==> src/shared/pocl_pkg.sv <==
// Constants and types shared by the power-on configuration loader
package pocl_pkg;
    localparam int unsigned CLK_NS       = 20;
    localparam int unsigned QUIESCE_NS   = 415;
    localparam int unsigned POR_US       = 415;
    localparam int unsigned LOAD_MAX_US  = 320;
    localparam int unsigned SK_HALF_NS   = 500;
    localparam logic [15:0] QUIESCE_CYC  =
        16'((QUIESCE_NS + CLK_NS - 1) / CLK_NS);
    localparam int unsigned POR_CYC      =
        (POR_US * 1000 + CLK_NS - 1) / CLK_NS;
    localparam int unsigned LOAD_MAX_CYC = (LOAD_MAX_US * 1000) / CLK_NS;
    localparam logic [4:0]  SK_HALF_CYC  =
        5'((SK_HALF_NS + CLK_NS - 1) / CLK_NS);

    // Synchronised pin vector layout
    localparam int PIN_W   = 29;
    localparam int PIN_RST = 28;
    localparam int PIN_DO  = 27;
    localparam int PIN_SRC = 26;
    localparam int PIN_WID = 25;
    localparam int PIN_SHM = 24;

    // Configuration register B fields
    localparam int TRIG_BIT  = 5;
    localparam int LINK_BIT  = 6;

    // Reset values of the configuration registers
    localparam logic [7:0] CFG_A_RST = 8'h00;
    localparam logic [7:0] CFG_B_RST = 8'h00;
    localparam logic [7:0] CFG_C_RST = 8'h00;

    // EEPROM word map
    localparam logic [3:0] EE_CFG_LO  = 4'hE;
    localparam logic [3:0] EE_CFG_HI  = 4'hF;
    localparam logic [3:0] EE_SHM_END = 4'h3;
    localparam logic [3:0] EE_IO_END  = 4'h6;
    localparam logic [3:0] EE_ID16    = 4'h7;
    localparam logic [3:0] EE_ID8     = 4'h8;
    localparam logic [7:0] EE_FILL    = 8'h73;

    // Serial command set
    localparam logic [1:0] EE_OP_READ  = 2'h2;
    localparam logic [1:0] EE_OP_WRITE = 2'h1;
    localparam logic [1:0] EE_OP_MISC  = 2'h0;
    localparam logic [5:0] EE_EWEN_A   = 6'h30;
    localparam logic [5:0] EE_EWDS_A   = 6'h00;
    localparam logic [4:0] EE_CMD_BITS  = 5'h09;
    localparam logic [4:0] EE_FULL_BITS = 5'h19;

    typedef enum logic [2:0] {
        ST_RUN,
        ST_LOAD,
        ST_EWEN,
        ST_WRITE,
        ST_POLL,
        ST_EWDS
    } pocl_state_t;
endpackage : pocl_pkg

==> src/logic/pocl_rom_store.sv <==
// Station address store: eight 16-bit words, byte read port
`timescale 1ns/1ps
module pocl_rom_store
    import pocl_pkg::*;
(
    input  wire logic        clk_in,
    input  wire logic        resetn_in,
    input  wire logic        wr_en_in,
    input  wire logic [2:0]  wr_addr_in,
    input  wire logic [15:0] wr_data_in,
    input  wire logic [3:0]  rd_addr_in,
    output logic      [7:0]  rd_data_out
);
    typedef struct packed {
        logic [7:0][15:0] mem;
        logic [7:0]       rd;
    } pocl_mem_t;

    pocl_mem_t r;
    pocl_mem_t n;

    always_comb begin
        n = r;
        if (wr_en_in) begin
            n.mem[wr_addr_in] = wr_data_in;
        end
        // Odd byte address selects the high byte of the word
        n.rd = rd_addr_in[0] ? r.mem[rd_addr_in[3:1]][15:8]
                             : r.mem[rd_addr_in[3:1]][7:0];
    end

    always_ff @(posedge clk_in or negedge resetn_in) begin
        if (!resetn_in) begin
            r <= '0;
        end else begin
            r <= n;
        end
    end

    assign rd_data_out = r.rd;
endmodule : pocl_rom_store

==> src/logic/pocl_loader.sv <==
// Power-on reset qualifier and serial EEPROM configuration loader
`timescale 1ns/1ps
module pocl_loader
    import pocl_pkg::*;
#(
    parameter int unsigned POR_CYCLES = POR_CYC
)(
    input  wire logic        clk_in,
    input  wire logic        resetn_in,
    input  wire logic        isa_reset_in,
    input  wire logic [23:0] strap_bus_in,
    input  wire logic        cfg_source_pin_in,
    input  wire logic        width_select_pin_in,
    input  wire logic        shared_mode_in,
    input  wire logic        ee_do_in,
    input  wire logic        cfga_wr_in,
    input  wire logic        cfgb_wr_in,
    input  wire logic [7:0]  cfg_wdata_in,
    input  wire logic [3:0]  rom_rd_addr_in,
    output logic             io_quiesce_out,
    output logic             config_latch_window_out,
    output logic             strap_pulldown_out,
    output logic             host_busy_out,
    output logic      [7:0]  cfg_a_out,
    output logic      [7:0]  cfg_b_out,
    output logic      [7:0]  cfg_c_out,
    output logic      [7:0]  rom_rd_data_out,
    output logic             ee_cs_out,
    output logic             ee_sk_out,
    output logic             ee_di_out
);
    typedef struct packed {
        logic [PIN_W-1:0] s1;
        logic [PIN_W-1:0] s2;
        logic [PIN_W-1:0] s3;
        logic [PIN_W-1:0] pin;
        logic [15:0]      rst_cnt;
        logic             rst_prev;
        logic             quiesce;
        logic             window;
        logic [7:0]       cfg_a;
        logic [7:0]       cfg_b;
        logic [7:0]       cfg_c;
        logic [7:0]       pa;
        logic [7:0]       pb;
        logic [7:0]       pc;
        logic [1:0]       store_cnt;
        pocl_state_t      st;
        logic [1:0]       step;
        logic [3:0]       addr;
        logic             width16;
        logic             shared;
        logic             cs;
        logic             sk;
        logic [4:0]       div;
        logic [4:0]       nbits;
        logic [24:0]      sh;
        logic [15:0]      rx;
        logic             ser_busy;
        logic             ser_done;
        logic             mem_we;
        logic [2:0]       mem_wa;
        logic [15:0]      mem_wd;
    } pocl_core_t;

    pocl_core_t r;
    pocl_core_t n;

    // Serial command frame, left aligned
    function automatic logic [24:0] ee_cmd(input logic [1:0] op,
                                           input logic [5:0] a,
                                           input logic [15:0] d);
        ee_cmd = {1'b1, op, a, d};
    endfunction : ee_cmd

    // Next word to read; bit 4 set means the load is finished
    function automatic logic [4:0] next_word(input logic [3:0] a,
                                             input logic shm,
                                             input logic w16);
        next_word = 5'h10;
        if (a == EE_CFG_HI) begin
            next_word = {1'b0, EE_CFG_LO};
        end else if (a == EE_CFG_LO) begin
            next_word = 5'h00;
        end else if (shm) begin
            if (a != EE_SHM_END) begin
                next_word = {1'b0, a + 4'h1};
            end
        end else if (a < EE_IO_END) begin
            next_word = {1'b0, a + 4'h1};
        end else if (a == EE_IO_END) begin
            next_word = {1'b0, w16 ? EE_ID16 : EE_ID8};
        end
    endfunction : next_word

    logic host_ok;
    logic [4:0] nxt_word;

    always_comb begin
        n = r;
        n.ser_done = 1'b0;
        n.mem_we   = 1'b0;
        host_ok    = !r.quiesce && r.st == ST_RUN;
        nxt_word   = next_word(r.addr, r.shared, r.width16);

        // Three-stage pin capture; a change counts once stages agree
        n.s1 = {isa_reset_in, ee_do_in, cfg_source_pin_in,
                width_select_pin_in, shared_mode_in, strap_bus_in};
        n.s2 = r.s1;
        n.s3 = r.s2;
        for (int i = 0; i < PIN_W; i++) begin
            if (r.s2[i] == r.s3[i]) begin
                n.pin[i] = r.s3[i];
            end
        end

        // Serial bit engine; DO sampled before each falling SK edge
        if (r.ser_busy) begin
            if (r.div == SK_HALF_CYC - 5'h01) begin
                n.div = 5'h00;
                n.sk  = !r.sk;
                if (r.sk) begin
                    n.rx    = {r.rx[14:0], r.pin[PIN_DO]};
                    n.sh    = {r.sh[23:0], 1'b0};
                    n.nbits = r.nbits - 5'h01;
                    if (r.nbits == 5'h01) begin
                        n.ser_busy = 1'b0;
                        n.cs       = 1'b0;
                        n.ser_done = 1'b1;
                    end
                end
            end else begin
                n.div = r.div + 5'h01;
            end
        end

        // Sequencer
        case (r.st)
            ST_RUN: begin
                if (host_ok && cfga_wr_in && r.store_cnt == 2'h0) begin
                    n.cfg_a = cfg_wdata_in;
                end
                if (host_ok && cfgb_wr_in) begin
                    case (r.store_cnt)
                        2'h0: begin
                            n.cfg_b = cfg_wdata_in;
                            if (cfg_wdata_in[TRIG_BIT]) begin
                                n.store_cnt = 2'h1;
                            end
                        end
                        2'h1: begin
                            n.pa        = cfg_wdata_in;
                            n.store_cnt = 2'h2;
                        end
                        2'h2: begin
                            n.pb        = cfg_wdata_in;
                            n.store_cnt = 2'h3;
                        end
                        default: begin
                            n.pc   = cfg_wdata_in;
                            n.st   = ST_EWEN;
                            n.step = 2'h0;
                        end
                    endcase
                end
            end
            ST_POLL: begin
                // Drop CS, raise it, then wait for the ready level
                case (r.step)
                    2'h0: begin
                        n.cs   = 1'b0;
                        n.div  = 5'h00;
                        n.step = 2'h1;
                    end
                    2'h1, 2'h2: begin
                        n.div = r.div + 5'h01;
                        if (r.div == SK_HALF_CYC - 5'h01) begin
                            n.div  = 5'h00;
                            n.cs   = 1'b1;
                            n.step = r.step + 2'h1;
                        end
                    end
                    default: begin
                        if (r.pin[PIN_DO]) begin
                            n.cs   = 1'b0;
                            n.step = 2'h0;
                            if (r.addr == EE_CFG_LO) begin
                                n.addr = EE_CFG_HI;
                                n.st   = ST_WRITE;
                            end else begin
                                n.st = ST_EWDS;
                            end
                        end
                    end
                endcase
            end
            default: begin
                // Issue one command, then wait for its last bit
                if (r.step == 2'h0) begin
                    n.cs       = 1'b1;
                    n.sk       = 1'b0;
                    n.div      = 5'h00;
                    n.ser_busy = 1'b1;
                    n.step     = 2'h1;
                    n.nbits    = EE_CMD_BITS;
                    case (r.st)
                        ST_LOAD: begin
                            n.sh    = ee_cmd(EE_OP_READ, {2'b00, r.addr},
                                             16'h0000);
                            n.nbits = EE_FULL_BITS;
                        end
                        ST_EWEN: n.sh = ee_cmd(EE_OP_MISC, EE_EWEN_A,
                                               16'h0000);
                        ST_WRITE: begin
                            n.sh    = ee_cmd(EE_OP_WRITE, {2'b00, r.addr},
                                             (r.addr == EE_CFG_LO) ?
                                             {r.pb, r.pa} :
                                             {EE_FILL, r.pc});
                            n.nbits = EE_FULL_BITS;
                        end
                        default: n.sh = ee_cmd(EE_OP_MISC, EE_EWDS_A,
                                               16'h0000);
                    endcase
                end else if (r.ser_done) begin
                    n.step = 2'h0;
                    case (r.st)
                        ST_LOAD: begin
                            if (r.addr == EE_CFG_HI) begin
                                n.cfg_c = r.rx[7:0];
                            end else if (r.addr == EE_CFG_LO) begin
                                n.cfg_a = r.rx[7:0];
                                n.cfg_b = r.rx[15:8];
                            end else begin
                                // Identifier word lands in the top slot
                                n.mem_we = 1'b1;
                                n.mem_wa = (r.addr > EE_IO_END) ?
                                           3'h7 : r.addr[2:0];
                                n.mem_wd = r.rx;
                            end
                            if (nxt_word[4]) begin
                                n.st = ST_RUN;
                            end else begin
                                n.addr = nxt_word[3:0];
                            end
                        end
                        ST_EWEN: begin
                            n.st   = ST_WRITE;
                            n.addr = EE_CFG_LO;
                        end
                        ST_WRITE: n.st = ST_POLL;
                        default: begin
                            n.st              = ST_RUN;
                            n.store_cnt       = 2'h0;
                            n.cfg_b[TRIG_BIT] = 1'b0;
                        end
                    endcase
                end
            end
        endcase

        // Reset qualification; counter saturates instead of wrapping
        n.rst_prev = r.pin[PIN_RST];
        if (r.pin[PIN_RST]) begin
            if (r.rst_cnt != 16'hFFFF) begin
                n.rst_cnt = r.rst_cnt + 16'h0001;
            end
            if (r.rst_cnt >= QUIESCE_CYC - 16'h0001) begin
                n.quiesce  = 1'b1;
                n.st       = ST_RUN;
                n.step     = 2'h0;
                n.cs       = 1'b0;
                n.sk       = 1'b0;
                n.ser_busy = 1'b0;
                n.sh       = '0; // Data pin must not hang high
                n.store_cnt = 2'h0;
            end
            if (r.rst_cnt >= 16'(POR_CYCLES - 1)) begin
                n.window = 1'b1;
            end
        end else begin
            n.rst_cnt = 16'h0000;
            n.quiesce = 1'b0;
            n.window  = 1'b0;
            if (r.rst_prev && r.window) begin
                n.cfg_a   = r.pin[7:0];
                n.cfg_b   = r.pin[15:8];
                n.cfg_c   = r.pin[23:16];
                n.shared  = r.pin[PIN_SHM];
                n.width16 = r.pin[PIN_WID];
                n.st      = ST_LOAD;
                n.step    = 2'h0;
                n.addr    = r.pin[PIN_SRC] ? EE_CFG_HI : 4'h0;
            end
        end
    end

    always_ff @(posedge clk_in or negedge resetn_in) begin
        if (!resetn_in) begin
            r       <= '0;
            r.st    <= ST_RUN;
            r.cfg_a <= CFG_A_RST;
            r.cfg_b <= CFG_B_RST;
            r.cfg_c <= CFG_C_RST;
        end else begin
            r <= n;
        end
    end

    pocl_rom_store u_store (
        .clk_in      (clk_in),
        .resetn_in   (resetn_in),
        .wr_en_in    (r.mem_we),
        .wr_addr_in  (r.mem_wa),
        .wr_data_in  (r.mem_wd),
        .rd_addr_in  (rom_rd_addr_in),
        .rd_data_out (rom_rd_data_out)
    );

    assign io_quiesce_out          = r.quiesce;
    assign config_latch_window_out = r.window;
    assign strap_pulldown_out      = r.quiesce | r.window;
    assign host_busy_out = r.quiesce | (r.st == ST_LOAD);
    assign cfg_a_out = r.cfg_a;
    assign cfg_b_out = r.cfg_b;
    assign cfg_c_out = r.cfg_c;
    assign ee_cs_out = r.cs;
    assign ee_sk_out = r.sk;
    assign ee_di_out = r.sh[24];
endmodule : pocl_loader

==> config.mk <==
export PLATFORM = sky130hd
export DESIGN_NAME = pocl_loader
export DESIGN_NICKNAME = d
export VERILOG_FILES = /design/src/shared/pocl_pkg.sv /design/src/logic/pocl_rom_store.sv /design/src/logic/pocl_loader.sv
export SDC_FILE = /design/constraint.sdc
export NUM_CORES = 1
export LEC_CHECK = 0
export BUFFER_PORTS_ARGS = -buffer_cell sky130_fd_sc_hd__buf_2
export CORE_MARGIN = 4
export CORE_UTILIZATION = 55
export DETAILED_ROUTE_END_ITERATION = 10
export GPL_ROUTABILITY_DRIVEN = 0
export PLACE_DENSITY = 0.77
export REMOVE_ABC_BUFFERS = 1
export SLEW_MARGIN = 0
export SYNTH_ARGS = -nofsm -noshare
export SYNTH_HDL_FRONTEND = slang
export SYNTH_HIERARCHICAL = 1
export SYNTH_SLANG_ARGS = --single-unit
export TNS_END_PERCENT = 20
==> constraint.sdc <==
create_clock -name clk_in -period 2.22 [get_ports clk_in]
set_input_delay 0.444 -clock clk_in [delete_from_list [all_inputs] [get_ports clk_in]]
set_output_delay 0.444 -clock clk_in [all_outputs]
set_load 0.05 [all_outputs]
==> metrics.txt, run 1 <==
HP Start strap_bus_in[7]; CTS tree yes; post-route ant nets 0; IO Port Bufs 83; H-tree levels 2; max incr delay on CP 0.39 ns; CP Cell Sequence buf_4 -> nor2_1 -> nand2_1 -> nand2b_1 -> clkbuf_4; Non-Filler Cell Area, Final 19900 um2; first-pass GRT wire length 60.5 mm; area leader, netlist dfrtp_1; Crit Path Max Fanout 12; #FFs+latches synth 407; top-count cell post-synth dfrtp_1; Final nets 1484; DR pass1 iterations 6; yosys warns 6; setup bufs post-CTS 0; largest net degree at the start of global routing 71; Final Slew Violations 0; Ports 84; Post-synth top cells 407 x dfrtp_1, 200 x mux2_2, 112 x nand2_1, 75 x nor2_1, 42 x a21oi_1; Setup CP Type flop to output port; r2r setup slk 0.11 ns; Yosys top cell area share 57.7%; sequential area share after synthesis 57.7%; CTS clk-pin slew, worst paths 0.06 ns; Core Footprint 31600 um2; die width 187 um; initial antenna violation count 0; Slowest cell on crit path dfrtp_1; via count 10901; status finished, final reports clean; Async SR Flop Fraction 100%; total track usage 21.0%; fin util 63.0%; max_cap viols 0; Final setup viols 0; R2R depth 6; Final Hold Viols 0; Worst Hold End n[220]; Slew @ Worst Pin 0.638 ns; Die Ht 187 um; Site Rows 65; grt ovf 0; ys flop type dfrtp_1; CTS root buf clkbuf_16; Initial Util 55.8%; worst r2r src r[85]; Ant. Diodes 0; fillers 2293; count of flip-flops with a built-in enable after synthesis 0; Power per Cell Area 919 nW/um2; Max Clock Skew 0.0144 ns; Worst Path Buf+Inv 2; clock buffer depth 3; slew margin rel. 57.4%; Synth area leaders dfrtp_1 58%, mux2_2 13%, mux4_2 2.4%, nand2_1 2.4%, buf_4 1.7%; DRT Wirelength 36.7 mm; RSZ-0062 raised after global routing yes; wire length per cell 19.8 um; die area 35000 um2; total CTS buffers 42; startpoint type of the worst setup path flop; Worst VDD drop 0.000752 V; initial DRC count 708; area delta synth->final 12.9%; Hold Slack 0.0261 ns; fin crit period 2.13 ns; Hold Path Depth 1; Mapped Avg Cell Area 13.2 um2; clock sink count 407; crit end category output port; highest clock rate 471 MHz; vias in the first global route 11274; Critical Path RT 1.78 ns; DRC Markers 0; cells after synthesis 1341; Leakage 9.53 nW; dpl cell area 18500 um2; synthesized area 17700 um2; layout cells sized above 1 31.1%; HP Class input port to flop; Crit path arrival time 1.68 ns; number of library cell types mapped by synthesis 84; reg2reg end cfg_b_out[7]; clk_lat worst skew 0.53 ns; Vias/cell 5.88; Detail Placement HPWL 24.1 mm; cell family with most CP delay buffers and inverters; period utilization 95.7%
metrics by stage:
stage | power (W) | worst slack (ns) | std cells | setup TNS [ns]
after global placement | 0.0114 | 0.0385 | 1779 | 0
after global routing | 0.0191 | -0.00917 | 1855 | -0.00917
after detailed placement | 0.0115 | 0.0262 | 1779 | 0
final | 0.0183 | 0.0949 | 1855 | 0
after floorplan | 0.0105 | -0.532 | 1234 | -15.44
after CTS | 0.0185 | 0.0189 | 1855 | 0
kinds of logic (layout without fill, tap and decap cells):
kind of cell / Yosys count / count (layout) / share of synthesized area, %
multiplexers: 260 / 260 / 18.7
XOR/XNOR: 14 / 14 / 0.694
adder cells (fa/ha/maj): 46 / 46 / 2.85
buffers and inverters: 128 / 240 / 4.20
AND/OR/NAND/NOR: 295 / 295 / 8.56
flip-flops: 407 / 407 / 57.7
AO/OA/AOI/OAI: 191 / 191 / 7.36
how the worst max path moves through the flow:
stage | startpoint | to | slack (ns) | cells after the start
2_1_floorplan | r[68] | r[48] | -0.53 | 7
3_3_place_gp | r[85] | cfg_a_out[6] | 0.04 | 5
3_5_place_dp | r[85] | cfg_a_out[6] | 0.03 | 5
4_1_cts | r[85] | cfg_a_out[6] | 0.02 | 5
5_1_grt | r[81] | cfg_c_out[1] | -0.009 | 9
6_report | r[85] | host_busy_out | 0.09 | 5
flip-flops by register name (all words and copies together), names as in the netlist:
register,cells
n,59
u_store/rd_data_out,8
ee_cs_out,1
config_latch_window_out,1
ee_di_out,1
cfg_c_out,8
u_store/r,128
cfg_b_out,8
ee_sk_out,1
r,183
cfg_a_out,8
io_quiesce_out,1
power by group:
part	internal [W]	switching, W
clock network	0.00416	0.00278
registers	0.00803	0.000442
logic	0.00115	0.00177
timing repair:
item / 4_1_cts / 5_1_grt
endpoints found under the setup margin: 0 / 12
hold endpoints to repair: 57 / 0
hold buffers: 1 / 0
gates resized for setup: 0 / 7
area by class of cell:
cell class	instances	area, um2	area share (%)
clock buffers	63	1220	6.12
clock inverters	12	149	0.747
inverters	21	78.8	0.395
multi-input cells	806	6760	33.9
flip-flops and latches	407	10200	51.1
well taps	402	503	2.52
repair buffers	144	1040	5.21
layer usage:
layer	part of all wire, %	track usage (%)	routed length [um]	vias to the layer above
met2	49	35.1	17900	278
met4	1.8	5.03	679	0
met1	45	29.2	16400	5596
met3	4.8	3.55	1760	55
li1	-	-	-	4972
met5	0	0	0	-
cell usage in the layout (no fill, tap or decap), types with 6 or more instances in the layout:
master / Yosys / layout
a211oi_1: 6 / 6
a21oi_1: 42 / 42
a221oi_1: 14 / 14
a22oi_1: 23 / 22
a31oi_1: 12 / 12
and3_1: 9 / 7
buf_12: 0 / 12
buf_2: 22 / 81
buf_4: 40 / 48
clkbuf_1: 31 / 13
clkbuf_16: 0 / 43
clkbuf_8: 0 / 7
clkinv_2: 0 / 6
dfrtp_1: 407 / 407
ha_1: 17 / 16
inv_1: 21 / 21
maj3_1: 29 / 29
mux2_2: 200 / 200
mux2i_1: 28 / 27
mux4_1: 11 / 11
mux4_2: 19 / 19
nand2_1: 112 / 112
nand3_1: 14 / 13
nor2_1: 75 / 75
nor2b_1: 7 / 7
nor3_1: 9 / 9
nor3b_1: 12 / 12
o21ai_0: 32 / 32
o221ai_1: 6 / 6
o22a_1: 8 / 8
xor2_1: 9 / 9
Power figures use the tool's default switching activity.
==> run 2: changes to the inputs <==
- SETUP_SLACK_MARGIN: not set -> 0.5
==> metrics.txt, run 2 (synthesis results as in run 1) <==
sequential share of power 44.9%; Critical Path Start r[81]; r2r setup slk 0.21 ns; placed insts 1779; multi-input logic area 7230 um2; die width 187 um; Core Footprint 31600 um2; CTS clk-pin slew, worst paths 0.06 ns; crit end category flop; area delta synth->final 18.8%; initial DRC count 940; Worst VDD drop 0.000723 V; storage element area 10200 um2; Crit path arrival time 2.42 ns; HP Class input port to flop; Ant. Diodes 0; total internal power 0.0136 W; IO Port Bufs 83; Largest Register r; Site Rows 65; total track usage 22.2%; slew margin rel. 56.9%; most frequent cells in the layout 401 x dfrtp_1, 191 x mux2_2, 104 x nand2_1; total net switching power 0.00526 W; DRT Wirelength 39.5 mm; Critical Path RT 2.62 ns; Crit Path Max Fanout 6; commonest non-fill, non-tap cell in the layout dfrtp_1; Power per Cell Area 900 nW/um2; Initial Util 55.8%; DRC Markers 0; DR pass1 iterations 5; Final Hold Viols 0; CTS tree yes; dpl cell area 18500 um2; first-pass GRT wire length 63.6 mm; Setup CP Type flop to flop; via count 11374; reg2reg end cfg_a_out[1]; vias in the first global route 11818; Leakage 9.94 nW; startpoint type of the worst setup path flop; total CTS buffers 42; max FFs per register 183; die area 35000 um2; Final setup viols 0; highest clock rate 497 MHz; CTS root buf clkbuf_16; initial antenna violation count 0; status finished, final reports clean; clock share of power 36.9%; Vias/cell 5.98; Slew @ Worst Pin 0.646 ns; Ports 84; worst r2r src r[81]; sw frac 27.8%; Max Clock Skew 0.0111 ns; clock sink count 407; largest net degree at the start of global routing 71; period utilization 90.7%; CP Capture Point cfg_a_out[1]; Die Ht 187 um; fin crit period 2.01 ns; Final nets 1532; Comb pwr share 18.1%; post-route ant nets 0; Final Slew Violations 0; H-tree levels 2; wire length per cell 20.7 um; clk_lat worst skew 0.53 ns; fillers 2120; RSZ-0062 raised after global routing yes; Non-Filler Instances 1903; R2R depth 10; clock buffer depth 3; Non-Filler Cell Area, Final 21000 um2; max_cap viols 0; grt ovf 0; Detail Placement HPWL 24.1 mm; layout cells sized above 1 38.2%
-- run 2: cell types whose count changed in the layout (fill, tap and decap cells not counted), moves of 9 or more --
| cell | delta |
|---|---|
| a221oi_1 | -11 |
| a221oi_2 | +11 |
| buf_4 | +27 |
| buf_6 | +13 |
| mux2_2 | -9 |
| mux2_4 | +9 |
-- run 2: cell type report --
cell class / count / area share [%]
Timing Repair Buffer: 192 / 7.66
Multi-Input combinational cell: 806 / 34.4
Clock buffer: 63 / 5.82
Clock inverter: 12 / 0.710
Tap cell: 402 / 2.40
Sequential cell: 407 / 48.6
Inverter: 21 / 0.376
-- run 2: how the worst min path moves through the flow --
stage	start	endpoint	slack, ns	depth (start not counted)
after floorplan	resetn_in	cfg_a_out[0]	0.15	0
after global placement	n[233]	n[204]	0.33	0
after detailed placement	n[217]	n[188]	0.33	0
after CTS	strap_bus_in[7]	n[220]	0.004	1
after global routing	strap_bus_in[11]	n[224]	0.002	1
final	isa_reset_in	n[241]	0.02	1
-- run 2: timing repair --
action	CTS	global route
hold buffers	1	0
endpoints found under the setup margin	143	179
endpoints found under the hold margin	57	0
gates cloned	5	1
gates resized for setup	67	85
buffers inserted	31	11
pin swaps	19	24
-- run 2: through the flow --
stage | TNS, ns | total power (W) | hold WS, ns | setup slack (ns) | utilization [%]
final | 0 | 0.0189 | 0.0194 | 0.207 | 66.3
after global placement | 0 | 0.0114 | 0.331 | 0.0385 | 58.6
after CTS | 0 | 0.0187 | 0.00399 | 0.256 | 64.9
after global routing | 0 | 0.0197 | 0.00194 | 0.135 | 66.3
after floorplan | -15.44 | 0.0105 | 0.148 | -0.532 | -
after detailed placement | 0 | 0.0115 | 0.335 | 0.0262 | 58.6
-- run 2: metal layers --
| metal | global-route usage (%) | vias to the layer above | routed length (um) |
|---|---|---|---|
| met5 | 0 | - | 0 |
| met4 | 7.22 | 0 | 1180 |
| met3 | 3.70 | 83 | 2190 |
| met2 | 36.8 | 353 | 19300 |
| met1 | 30.3 | 5868 | 16800 |
| li1 | - | 5070 | - |
-- run 2: critical path: stages, from the launching register on --
cell	delay [ns]
dfrtp_1	0.38
inv_2	0.07
ha_4	0.17
nor3b_4	0.21
and4b_2	0.30
buf_12	0.14
buf_8	0.13
buf_6	0.12
nor3b_4	0.04
a221oi_2	0.22
a21oi_1	0.10
-- run 2: power by group through the flow --
| stage | combinational [W] | clock (W) | sequential [W] |
|---|---|---|---|
| floorplan | 0.00138 | 0 | 0.00907 |
| global placement | 0.00281 | 0 | 0.00855 |
| detailed placement | 0.00291 | 0 | 0.00859 |
| CTS | 0.00319 | 0.00710 | 0.00846 |
| global route | 0.00368 | 0.00743 | 0.00855 |
| finish | 0.00342 | 0.00697 | 0.00849 |
==> run 3: changes to the inputs <==
- BUFFER_PORTS_ARGS: -buffer_cell sky130_fd_sc_hd__buf_2 -> not set
- CORE_UTILIZATION: 55 -> 57
- DONT_BUFFER_PORTS: not set -> 1
==> metrics.txt, run 3 (synthesis results as in run 1) <==
worst slack at placement 0.0683 ns; Final Slew Violations 0; highest clock rate 481 MHz; Final setup viols 0; worst setup margin 0.142 ns; Vias/cell 6.09; Ports 84; cell family with most CP delay buffers and inverters; vias in the first global route 11203; CP Cell Sequence buf_6 -> buf_12 -> nor2_4 -> nand2_2 -> nand2b_1 -> buf_6; IO Port Bufs 0; Crit path arrival time 1.63 ns; most frequent cells in the layout 397 x dfrtp_1, 188 x mux2_2, 110 x nand2_1; Max Clock Skew 0.0145 ns; first-pass GRT wire length 61.0 mm; Leakage 9.68 nW; CTS root buf clkbuf_16; die area 33900 um2; slew margin rel. 35.8%; Core Footprint 30600 um2; total negative slack 0 ns; RSZ-0062 raised after global routing yes; area delta synth->final 17.8%; CTS Hold Bufs 29; Crit Path Max Fanout 4; post-route ant nets 0; Worst Path Buf+Inv 3; initial DRC count 769; total track usage 22.5%; Final nets 1475; max_cap viols 0; Ant. Diodes 0; period utilization 93.6%; placed insts 1680; DRC Markers 0; clock sink count 407; Critical Path RT 1.78 ns; H-tree levels 2; DR pass1 iterations 5; total CTS buffers 42; max incr delay on CP 0.41 ns; DRT Wirelength 39.2 mm; Power per Cell Area 888 nW/um2; largest net degree at the start of global routing 408; crit end category output port; status finished with violations; Die Ht 184 um; wire length per cell 21.3 um; Largest Register r; Site Rows 64; WP depth 6; most frequent cell on the critical path buf_6; Worst VDD drop 0.000941 V; Final Hold Viols 407; grt ovf 0; max FFs per register 183; via count 11184; violated checks negative hold slack; Hold Slack -0.349 ns; clock buffer depth 3; R2R depth 8; Setup CP Type flop to output port; Slowest cell on crit path dfrtp_1; CTS clk-pin slew, worst paths 0.06 ns; Initial Util 57.7%; fin util 68.0%; Non-Filler Instances 1836; CTS tree yes; r2r setup slk 0.16 ns; initial antenna violation count 0; HP Class input port to async pin; commonest non-fill, non-tap cell in the layout dfrtp_1; layout cells sized above 1 33.8%; die width 184 um; startpoint type of the worst setup path flop; Slew @ Worst Pin 0.963 ns; Detail Placement HPWL 22.4 mm; clk_lat worst skew 0.54 ns; fin crit period 2.08 ns
-- run 3: worst reg2reg max path, cell delays in order (launching register included) --
cell and delay [ns]:
dfrtp_1 0.41, buf_6 0.13, nor4_4 0.31, buf_4 0.19, buf_4 0.11, nand3_4 0.13, mux2_2 0.34, a221oi_4 0.22
a21oi_1 0.10
-- run 3: path summary, 6_finish.rpt --
path / from / to
worst max-delay path: r[84] / host_busy_out
worst min-delay path: resetn_in / u_store/r[85]
worst max register to register: r[84] / cfg_b_out[2]
worst min register to register: n[216] / n[187]
max in group asynchronous: resetn_in / r[141]
min in group clk_in: cfg_wdata_in[5] / r[109]
-- run 3: area by class of cell --
type | count | area [um2]
Fill cell | 2005 | 9790
Tap cell | 396 | 495
Sequential cell | 407 | 10200
Multi-Input combinational cell | 806 | 7250
Inverter | 21 | 78.8
Timing Repair Buffer | 135 | 1390
Clock buffer | 63 | 1270
Clock inverter | 8 | 114
-- run 3: metal layers --
layer	vias to the layer above	routed length, um	track usage [%]
met1	5783	16200	30.5
li1	4964	-	-
met2	353	19600	37.3
met3	84	2360	4.43
met4	0	1070	6.68
met5	-	0	0
-- run 3: what timing repair did --
action,CTS,global route
buffers inserted,15,35
endpoints found under the hold margin,436,407
gates cloned,5,1
pin swaps,10,41
setup endpoints to repair,143,194
gates resized for setup,38,107
-- run 3: where the power goes --
part,switching (W),internal (W)
logic,0.00105,0.00133
clock network,0.00280,0.00418
registers,0.00110,0.00802
total,0.00495,0.0135
-- run 3: stage by stage --
step	area, um2	hold WS, ns	power (W)
after floorplan	17000	0.148	0.0105
after global placement	17900	0.185	0.0109
after detailed placement	17900	0.184	0.0111
after CTS	20000	-0.374	0.0182
after global routing	20800	-0.377	0.0192
final	20800	-0.349	0.0185
